**src/rtl/iet_pkg.sv**
```systemverilog
package iet_pkg;

	localparam int NODES     = 16;
	localparam int CHANS     = 8;
	localparam int FAST      = 4;
	localparam int STK_DEPTH = 16;

	// response figures in cpu clocks (mclk is the cpu clock)
	localparam int RESP_CYC_CACHE   = 7;
	localparam int RESP_CYC_NOCACHE = 11;
	localparam logic [3:0] RESP_LD_CACHE   = 4'(RESP_CYC_CACHE - 1);
	localparam logic [3:0] RESP_LD_NOCACHE = 4'(RESP_CYC_NOCACHE - 1);

	// register map, byte addresses
	localparam logic [11:0] NODE_BASE = 12'h000;
	localparam logic [11:0] NODE_MASK = 12'hFC3;
	localparam logic [11:0] LEVEL_OFF = 12'h040;
	localparam logic [11:0] STAT_OFF  = 12'h044;
	localparam logic [11:0] MASK_OFF  = 12'h048;
	localparam logic [11:0] EDGE_OFF  = 12'h04C;
	localparam logic [11:0] CHAN_BASE = 12'h080;
	localparam logic [11:0] CHAN_MASK = 12'hF83;
	localparam logic [1:0]  CH_SRC    = 2'h0;
	localparam logic [1:0]  CH_DST    = 2'h1;
	localparam logic [1:0]  CH_CNT    = 2'h2;
	localparam logic [1:0]  CH_CTL    = 2'h3;

	// status register layout
	localparam int ST_ZERO_LSB = 0;
	localparam int ST_OVF_BIT  = 8;
	localparam int ST_TRAP_BIT = 9;
	localparam int STAT_W      = 10;

	localparam logic [STAT_W-1:0] STAT_RST = 10'h000;
	localparam logic [STAT_W-1:0] MASK_RST = 10'h000;
	localparam logic [7:0]        EDGE_RST = 8'h00;

	localparam logic [1:0] EDGE_NONE = 2'h0;
	localparam logic [1:0] EDGE_RISE = 2'h1;
	localparam logic [1:0] EDGE_FALL = 2'h2;
	localparam logic [1:0] EDGE_BOTH = 2'h3;

	localparam logic [15:0] VEC_BASE       = 16'h0000;
	localparam logic [7:0]  NODE_TRAP_BASE = 8'h10;
	localparam logic [15:0] BYTE_STEP      = 16'h0001;
	localparam logic [15:0] WORD_STEP      = 16'h0002;

	typedef struct packed {
		logic [2:0] chan;
		logic       xfer;
		logic [3:0] prio;
		logic       en;
		logic       req;
	} iet_node_s;

	localparam iet_node_s NODE_RST = '0;

	typedef struct packed {
		logic        cont;
		logic        inc_dst;
		logic        inc_src;
		logic        word;
		logic [7:0]  count;
		logic [15:0] dst;
		logic [15:0] src;
	} iet_chan_s;

	localparam iet_chan_s CHAN_RST = '0;

	typedef struct packed {
		logic        psel;
		logic        penable;
		logic        pwrite;
		logic [11:0] paddr;
		logic [31:0] pwdata;
	} iet_apb_s;

	typedef struct packed {
		logic [15:0] src;
		logic [15:0] dst;
		logic        word;
	} iet_xfer_s;

	typedef enum logic [1:0] {ST_IDLE, ST_RESP, ST_XFER} iet_state_e;

	function automatic logic [15:0] vec_of(input logic [7:0] num);
		return VEC_BASE + {6'h00, num, 2'h0};
	endfunction

endpackage

```
**src/rtl/iet_edge_det.sv**
```systemverilog
`timescale 1ns/1ns
module iet_edge_det (
	input  logic       mclk,
	input  logic       rst,
	input  logic       pin,
	input  logic [1:0] mode,
	output logic       edge_pulse
);
	import iet_pkg::*;

	logic sync1_reg;
	logic sync2_reg;
	logic prev_reg;

	always_ff @(posedge mclk) begin
		if (rst) begin
			sync1_reg  <= 1'b0;
			sync2_reg  <= 1'b0;
			prev_reg   <= 1'b0;
			edge_pulse <= 1'b0;
		end else begin
			sync1_reg  <= pin;
			sync2_reg  <= sync1_reg;
			prev_reg   <= sync2_reg;
			edge_pulse <= (mode[0] & sync2_reg & ~prev_reg) | (mode[1] & ~sync2_reg & prev_reg);
		end
	end
endmodule

```
**src/rtl/iet_top.sv**
```systemverilog
// Register access over APB and the register offsets were chosen for this implementation.
`timescale 1ns/1ns
module iet_top (
	input  logic              mclk,
	input  logic              rst,
	input  iet_pkg::iet_apb_s apb,
	output logic [31:0]       prdata,
	output logic              pready,
	output logic              pslverr,
	input  logic [15:0]       periph_req,
	input  logic [3:0]        fast_pin,
	input  logic              jump_cache_en,
	input  logic              cpu_trap,
	input  logic [7:0]        cpu_trap_num,
	input  logic              cpu_return,
	output logic              cpu_branch,
	output logic [15:0]       cpu_vector,
	output logic [3:0]        cpu_level,
	output logic              xfer_req,
	output iet_pkg::iet_xfer_s xfer,
	input  logic              xfer_ack,
	output logic              irq
);
	import iet_pkg::*;

	iet_node_s         node_reg [NODES];
	iet_chan_s         chan_reg [CHANS];
	iet_state_e        state_reg;
	logic [3:0]        cnt_reg;
	logic [3:0]        level_stack [STK_DEPTH];
	logic [4:0]        sp_reg;
	logic              trap_pend_reg;
	logic [7:0]        trap_num_reg;
	logic [2:0]        xch_reg;
	logic [STAT_W-1:0] stat_reg;
	logic [STAT_W-1:0] mask_reg;
	logic [7:0]        edge_reg;
	logic [FAST-1:0]   fast_hit;
	logic [NODES-1:0]  hw_set;
	logic              win_ok;
	logic [3:0]        win_idx;
	logic [3:0]        win_prio;
	logic [2:0]        win_chan;
	logic              to_xfer;
	logic              can_go;
	logic              go_std;
	logic              go_xfer;
	logic              take_trap;
	logic              xfer_done;
	logic              apb_wr;
	logic              apb_sample;
	logic              node_hit;
	logic              chan_hit;
	logic [3:0]        nidx;
	logic [2:0]        cidx;
	logic [1:0]        csub;
	logic [31:0]       rd_data;
	logic              mapped;
	logic [STAT_W-1:0] ev;
	logic [15:0]       step;
	logic [15:0]       src_cur;
	logic [7:0]        cnt_cur;

	genvar f;
	generate
		for (f = 0; f < FAST; f++) begin : g_fast
			iet_edge_det u_edge (
				.mclk       (mclk),
				.rst        (rst),
				.pin        (fast_pin[f]),
				.mode       (edge_reg[2*f+1:2*f]),
				.edge_pulse (fast_hit[f])
			);
		end
	endgenerate

	// fast pins feed the top nodes
	assign hw_set = periph_req | {fast_hit, {(NODES-FAST){1'b0}}};

	// register decode
	assign node_hit   = (apb.paddr & NODE_MASK) == NODE_BASE;
	assign chan_hit   = (apb.paddr & CHAN_MASK) == CHAN_BASE;
	assign nidx       = apb.paddr[5:2];
	assign cidx       = apb.paddr[6:4];
	assign csub       = apb.paddr[3:2];
	assign apb_wr     = apb.psel & apb.penable & apb.pwrite & pready;
	assign apb_sample = apb.psel & apb.penable & ~pready;

	always_comb begin
		rd_data = 32'h0000_0000;
		mapped  = 1'b1;
		if (node_hit) begin
			rd_data = {22'h00_0000, node_reg[nidx]};
		end else if (chan_hit) begin
			unique case (csub)
				CH_SRC: rd_data = {16'h0000, chan_reg[cidx].src};
				CH_DST: rd_data = {16'h0000, chan_reg[cidx].dst};
				CH_CNT: rd_data = {24'h00_0000, chan_reg[cidx].count};
				CH_CTL: rd_data = {28'h000_0000, chan_reg[cidx].cont, chan_reg[cidx].inc_dst,
					chan_reg[cidx].inc_src, chan_reg[cidx].word};
			endcase
		end else begin
			unique case (apb.paddr)
				LEVEL_OFF: rd_data = {28'h000_0000, cpu_level};
				STAT_OFF:  rd_data = {22'h00_0000, stat_reg};
				MASK_OFF:  rd_data = {22'h00_0000, mask_reg};
				EDGE_OFF:  rd_data = {24'h00_0000, edge_reg};
				default:   mapped = 1'b0;
			endcase
		end
	end

	// one wait state: data captured in first access cycle, pready next
	always_ff @(posedge mclk) begin
		if (rst) begin
			pready  <= 1'b0;
			prdata  <= 32'h0000_0000;
			pslverr <= 1'b0;
		end else begin
			pready <= apb_sample;
			if (apb_sample) begin
				prdata  <= apb.pwrite ? 32'h0000_0000 : rd_data;
				pslverr <= ~mapped;
			end
		end
	end

	// arbitration: strictly above current level, ties to lowest index
	always_comb begin
		win_ok   = 1'b0;
		win_idx  = 4'h0;
		win_prio = 4'h0;
		for (int i = 0; i < NODES; i++) begin
			if (node_reg[i].req && node_reg[i].en && node_reg[i].prio > cpu_level &&
				(!win_ok || node_reg[i].prio > win_prio)) begin
				win_ok   = 1'b1;
				win_idx  = 4'(i);
				win_prio = node_reg[i].prio;
			end
		end
	end

	assign win_chan  = node_reg[win_idx].chan;
	assign to_xfer   = node_reg[win_idx].xfer && (chan_reg[win_chan].cont || chan_reg[win_chan].count != 8'h00);
	assign take_trap = state_reg == ST_IDLE && trap_pend_reg;
	assign can_go    = state_reg == ST_IDLE && !trap_pend_reg && win_ok && !cpu_return;
	assign go_std    = can_go && !to_xfer;
	assign go_xfer   = can_go && to_xfer;
	assign xfer_done = state_reg == ST_XFER && xfer_ack;
	assign step      = chan_reg[xch_reg].word ? WORD_STEP : BYTE_STEP;
	assign src_cur   = chan_reg[xch_reg].src;
	assign cnt_cur   = chan_reg[xch_reg].count;

	// node control registers
	always_ff @(posedge mclk) begin
		if (rst) begin
			for (int i = 0; i < NODES; i++) begin
				node_reg[i] <= NODE_RST;
			end
		end else begin
			for (int i = 0; i < NODES; i++) begin
				if (apb_wr && node_hit && nidx == 4'(i)) begin
					node_reg[i]     <= apb.pwdata[9:0];
					node_reg[i].req <= apb.pwdata[0] | hw_set[i];
				end else if ((go_std || go_xfer) && win_idx == 4'(i)) begin
					node_reg[i].req <= hw_set[i];
				end else if (hw_set[i]) begin
					node_reg[i].req <= 1'b1;
				end
			end
		end
	end

	// software trap request from the cpu
	always_ff @(posedge mclk) begin
		if (rst) begin
			trap_pend_reg <= 1'b0;
			trap_num_reg  <= 8'h00;
		end else if (cpu_trap) begin
			trap_pend_reg <= 1'b1;
			trap_num_reg  <= cpu_trap_num;
		end else if (take_trap) begin
			trap_pend_reg <= 1'b0;
		end
	end

	// service sequencer
	always_ff @(posedge mclk) begin
		if (rst) begin
			state_reg  <= ST_IDLE;
			cnt_reg    <= 4'h0;
			cpu_branch <= 1'b0;
			cpu_vector <= VEC_BASE;
			xfer_req   <= 1'b0;
			xfer       <= '0;
			xch_reg    <= 3'h0;
		end else begin
			cpu_branch <= 1'b0;
			unique case (state_reg)
				ST_IDLE: begin
					if (take_trap) begin
						state_reg  <= ST_RESP;
						cnt_reg    <= jump_cache_en ? RESP_LD_CACHE : RESP_LD_NOCACHE;
						cpu_vector <= vec_of(trap_num_reg);
					end else if (go_std) begin
						state_reg  <= ST_RESP;
						cnt_reg    <= jump_cache_en ? RESP_LD_CACHE : RESP_LD_NOCACHE;
						cpu_vector <= vec_of(NODE_TRAP_BASE + {4'h0, win_idx});
					end else if (go_xfer) begin
						state_reg <= ST_XFER;
						xfer_req  <= 1'b1;
						xch_reg   <= win_chan;
						xfer.src  <= chan_reg[win_chan].src;
						xfer.dst  <= chan_reg[win_chan].dst;
						xfer.word <= chan_reg[win_chan].word;
					end
				end
				ST_RESP: begin
					if (cnt_reg == 4'h1) begin
						state_reg  <= ST_IDLE;
						cpu_branch <= 1'b1;
					end else begin
						cnt_reg <= cnt_reg - 4'h1;
					end
				end
				ST_XFER: begin
					if (xfer_ack) begin
						state_reg <= ST_IDLE;
						xfer_req  <= 1'b0;
					end
				end
			endcase
		end
	end

	// transfer channels; a software write in the same cycle wins
	always_ff @(posedge mclk) begin
		if (rst) begin
			for (int c = 0; c < CHANS; c++) begin
				chan_reg[c] <= CHAN_RST;
			end
		end else begin
			if (xfer_done) begin
				if (chan_reg[xch_reg].inc_src) begin
					chan_reg[xch_reg].src <= chan_reg[xch_reg].src + step;
				end
				if (chan_reg[xch_reg].inc_dst) begin
					chan_reg[xch_reg].dst <= chan_reg[xch_reg].dst + step;
				end
				if (!chan_reg[xch_reg].cont) begin
					chan_reg[xch_reg].count <= chan_reg[xch_reg].count - 8'h01;
				end
			end
			if (apb_wr && chan_hit) begin
				unique case (csub)
					CH_SRC: chan_reg[cidx].src <= apb.pwdata[15:0];
					CH_DST: chan_reg[cidx].dst <= apb.pwdata[15:0];
					CH_CNT: chan_reg[cidx].count <= apb.pwdata[7:0];
					CH_CTL: {chan_reg[cidx].cont, chan_reg[cidx].inc_dst, chan_reg[cidx].inc_src,
						chan_reg[cidx].word} <= apb.pwdata[3:0];
				endcase
			end
		end
	end

	// priority level and its nesting stack
	always_ff @(posedge mclk) begin
		if (rst) begin
			sp_reg    <= 5'h00;
			cpu_level <= 4'h0;
			for (int s = 0; s < STK_DEPTH; s++) begin
				level_stack[s] <= 4'h0;
			end
		end else if (go_std) begin
			cpu_level <= win_prio;
			if (sp_reg != 5'(STK_DEPTH)) begin
				level_stack[sp_reg[3:0]] <= cpu_level;
				sp_reg                   <= sp_reg + 5'h01;
			end
		end else if (cpu_return && sp_reg != 5'h00) begin
			cpu_level <= level_stack[4'(sp_reg - 5'h01)];
			sp_reg    <= sp_reg - 5'h01;
		end
	end

	// events: counter exhausted, nesting overflow, trap taken
	always_comb begin
		ev = '0;
		if (xfer_done && !chan_reg[xch_reg].cont && chan_reg[xch_reg].count == 8'h01) begin
			ev[ST_ZERO_LSB + 32'(xch_reg)] = 1'b1;
		end
		ev[ST_OVF_BIT]  = go_std && sp_reg == 5'(STK_DEPTH);
		ev[ST_TRAP_BIT] = take_trap;
	end

	// control registers, sticky status cleared by its read
	always_ff @(posedge mclk) begin
		if (rst) begin
			stat_reg <= STAT_RST;
			mask_reg <= MASK_RST;
			edge_reg <= EDGE_RST;
			irq      <= 1'b0;
		end else begin
			if (apb_sample && !apb.pwrite && apb.paddr == STAT_OFF) begin
				stat_reg <= ev;
			end else begin
				stat_reg <= stat_reg | ev;
			end
			if (apb_wr && apb.paddr == MASK_OFF) begin
				mask_reg <= apb.pwdata[STAT_W-1:0];
			end
			if (apb_wr && apb.paddr == EDGE_OFF) begin
				edge_reg <= apb.pwdata[7:0];
			end
			irq <= |(stat_reg & mask_reg);
		end
	end
endmodule

```
**config.mk**
```make
export PLATFORM = sky130hd
export DESIGN_NAME = iet_top
export DESIGN_NICKNAME = d
export VERILOG_FILES = /design/src/rtl/iet_pkg.sv /design/src/rtl/iet_edge_det.sv /design/src/rtl/iet_top.sv
export SDC_FILE = /design/constraint.sdc
export NUM_CORES = 2
export LEC_CHECK = 0
export ABC_AREA = 1
export BUFFER_PORTS_ARGS = -buffer_cell sky130_fd_sc_hd__buf_2
export CAP_MARGIN = 20
export CORE_ASPECT_RATIO = 0.75
export CORE_MARGIN = 4
export CORE_UTILIZATION = 34
export CTS_CLUSTER_SIZE = 28
export DETAILED_ROUTE_END_ITERATION = 8
export PLACE_DENSITY = 0.47
export SKIP_LAST_GASP = 1
export SLEW_MARGIN = 40
export SYNTH_ARGS = -nofsm -noshare
export SYNTH_HDL_FRONTEND = slang
export SYNTH_SLANG_ARGS = --single-unit
```
**constraint.sdc**
```tcl
create_clock -name mclk -period 21.3 [get_ports mclk]
set_clock_uncertainty 0.05 [all_clocks]
set_input_delay 2.13 -clock mclk [delete_from_list [all_inputs] [get_ports mclk]]
set_output_delay 2.13 -clock mclk [all_outputs]
set_load 0.02 [all_outputs]
```
==> metrics.md <==
| Metric | Value |
|---|---|
| Status | complete, no violations |
| Initial DRC Count | 6392 |
| Max reg flops | 352 |
| Final hold violations | 0 |
| CP Max Fanout | 41 |
| Post-Synthesis Cell Area | 42500 um2 |
| Dpl cell area | 45600 um2 |
| Most numerous cell in the Yosys netlist | nand2_1 |
| Num CTS Buffers | 83 |
| Total Routing Usage GR | 0.312 |
| Worst VDD drop | 0.251 mV |
| Switching pwr | 3600 uW |
| WP buf/inv | 26 |
| Starting density of the core | 0.342 |
| Vias per inst | 6.11 |
| R2R cell count | ~170 |
| Comb pwr share | 0.568 |
| CORE AREA | 124000 um2 |
| Clock group share of total power | 0.216 |
| Layout cell share with drive strength beyond 1 | 0.121 |
| Final critical-path required period | 19.56 ns |
| Syn avg cell area | 7.36 um2 |
| Skew-Pair Late Insertion Delay | 0.69 ns |
| Worst Hold End | g_fast[2].u_edge.sync2_reg |
| Finish-stage setup viols | 0 |
| Top cells by count, synth | nand2_1, inv_1, nor2_1, o21ai_0, dfxtp_1 |
| Post-detailed-route count of antenna-violating nets | 0 |
| Tightest Pin Transition | 0.964 ns |
| Final Cycle Share | 0.918 |
| DP Wirelength | 141000 um |
| Mapped Cells | 5777 |
| Worst Setup Path Type | reg2reg |
| Yosys top cell by area | dfxtp_1 |
| Number of synthesized flops with an enable pin | 224 |
| Sequential cell area fraction in the yosys report | 0.386 |
| Grt ovf | 0 |
| Leak | 0.0197 uW |
| Switching share of total power | 0.507 |
| CTS root buffer | clkbuf_16 |
| Clock Pin Slew Worst Setup and Hold Paths | 0.06 ns |
| Pin count of the biggest net entering global routing | 124 |
| WP data arrival | between 20 and 25 ns |
| Row count | ~110 |
| First-pass GRT wire length | 302000 um |
| Initial antenna violation count | 9 |
| Fillers | 12.9k |
| Vias in the first global route | 42.0k |
| Max-Cap Viols | 0 |
| Synth Register Bits | 709 |
| WHS Path Cells | 2 |
| CP Data Required Time | 21.86 ns |
| Die Area | 131000 um2 |
| Worst setup EP type | flop |
| Chip Width | ~420 um |
| Worst Hold Class | reg2reg |
| R2r endpoint | xfer[5] |
| Routed WL per cell | 28.3 um |
| CTS sink cnt | 709 |
| Slowest library cell on the worst path | buf_4 |
| Power Density | about 140 nW/um2 |
| Top delay family on crit path | simple AND/OR/NAND/NOR gates |
| First-pass detailed-route iteration total | 6 |
| Slew margin rel. | 0.349 |
| Flop pwr share | 0.216 |
| Clk buf depth | 3 |
| Most used cell, CP | nand2_1 |
| Worst hold slack | 0.358 ns |
| Die span in y | 314 um |
| Ports | around 170 |
| Max incr delay on CP | 0.49 ns |
| P_int | ~3500 uW |
| NumNets Final | 6093 |
| Reg-to-Reg Start | cpu_level[2] |
| Final Slew Violations | 0 |
| Synth async-reset ratio | 0 |
| Syn-to-layout area delta | 15.5% |
| GPL Wtd Cong | 0.956 |
| CTS tree | done |
| Crit path launch type | flop |
| Min-delay src | g_fast[2].u_edge.sync1_reg |
| Cts hold-fix bufs | 0 |
| Synth top area share | 0.228 |
| Post-Route WL | 215000 um |
| Final Cell Area | 49100 um2 |
| Area contributors post-synth | dfxtp_1, edfxtp_1, nand2_1 |
| Reg2reg setup slack | 1.74 ns |
| Total number of vias | 46.4k |
| # port buffers | 130 |
| Library cells used by synthesis | 66 |
| Synth Warn # | 0 |
| H-tree depth | 3 |
| FMAX | between 0.05 and 0.06 GHz |
| Top FF cell, synth | dfxtp_1 |
| Drc violations | 0 |
| Final core utilization | 0.395 |
## cell type report
type	instances	area (um2)	area share
Sequential cell	709	16400	0.335
Clock inverter	36	352	0.00715
Tap cell	1653	2070	0.0421
Antenna cell	4	10.0	0.000204
Inverter	658	2490	0.0507
Clock buffer	116	2480	0.0504
Multi-Input combinational cell	4066	22700	0.462
Timing Repair Buffer	358	2610	0.0531
## timing repair
item / in CTS / in global routing
pin swaps: 0 / 38
resized for setup: 10 / 133
buffers inserted: 0 / 24
setup endpoints to repair: 186 / 220
gates cloned: 0 / 7
## how the worst max path moves through the flow
stage | end | slack (ns) | startpoint | cells past startpoint
floorplan | level_stack[10][0] | 1.70 | cpu_level[3] | 174
global placement | level_stack[5][2] | -0.04 | cpu_level[2] | 166
detailed placement | level_stack[10][0] | -0.23 | cpu_level[2] | 166
CTS | level_stack[10][2] | 0.05 | cpu_level[2] | 170
global route | level_stack[10][0] | -0.05 | cpu_level[1] | 176
finish | xfer[5] | 1.74 | cpu_level[2] | 173
## power by group through the flow
stage	Sequential [uW]	Combinational [uW]	Clock [uW]
global route	1540	4280	1600
detailed placement	1560	3630	0
floorplan	1580	2180	0
finish	1540	4040	1530
global placement	1560	3620	0
CTS	1530	3650	1540
## per-stage QoR
stage | setup TNS (ns) | worst slack, ns | power [uW] | cells
CTS | 0 | 0.0461 | 6720 | 7565
finish | 0 | 1.74 | 7110 | 7600
detailed placement | -23.09 | -0.230 | 5190 | 7413
global route | -2.00 | -0.0518 | 7420 | 7597
floorplan | 0 | 1.70 | 3760 | 5800
global placement | -1.32 | -0.0385 | 5180 | 7413
## cells by family (layout without fill, tap and decap cells)
family / after synthesis / after routing / synth area share
and+or+nand+nor: 1984 / 1988 / 0.197
adders and majority gates: 136 / 136 / 0.0404
buffers and inverters: 1029 / 1168 / 0.0945
xor gates and xnor gates: 26 / 26 / 0.00535
other: 1 / 28 / 0.0000881
DFF: 709 / 709 / 0.386
muxes: 6 / 6 / 0.00141
AOI/OAI and AO/OA: 1886 / 1886 / 0.275
## tightest hold or removal path, stage by stage, from the launching register on
cell and delay, ns:
dfxtp_1 0.29, inv_1 0.04, nor2_1 0.03
## cells in the final DEF (no fill, tap or decap), drive strengths merged, types with 9 or more instances in the layout
master / n
a21oi: 395
nand3b: 9
o21bai: 14
o32ai: 14
nand3: 205
a31oi: 13
o31ai: 17
o21ai: 557
nor3: 29
inv: 621
o2111ai: 24
xor2: 20
nand2: 1035
o22ai: 353
dfxtp: 485
clkinv: 64
o211a: 33
nor4: 19
buf: 355
a221oi: 107
a22oi: 240
or2: 25
o221ai: 10
o211ai: 43
conb: 24
nand4: 82
clkbuf: 119
ha: 134
o311ai: 23
edfxtp: 224
nor2: 577
## layer usage
metal / global-route usage / part of all wire / wire [um]
met4: 0.110 / 0.042 / 9000
met2: 0.419 / 0.38 / 82200
met1: 0.459 / 0.44 / 95500
met3: 0.104 / 0.13 / 28700
met5: 0 / 0.000051 / 11
(Power assumes the default switching activity.)
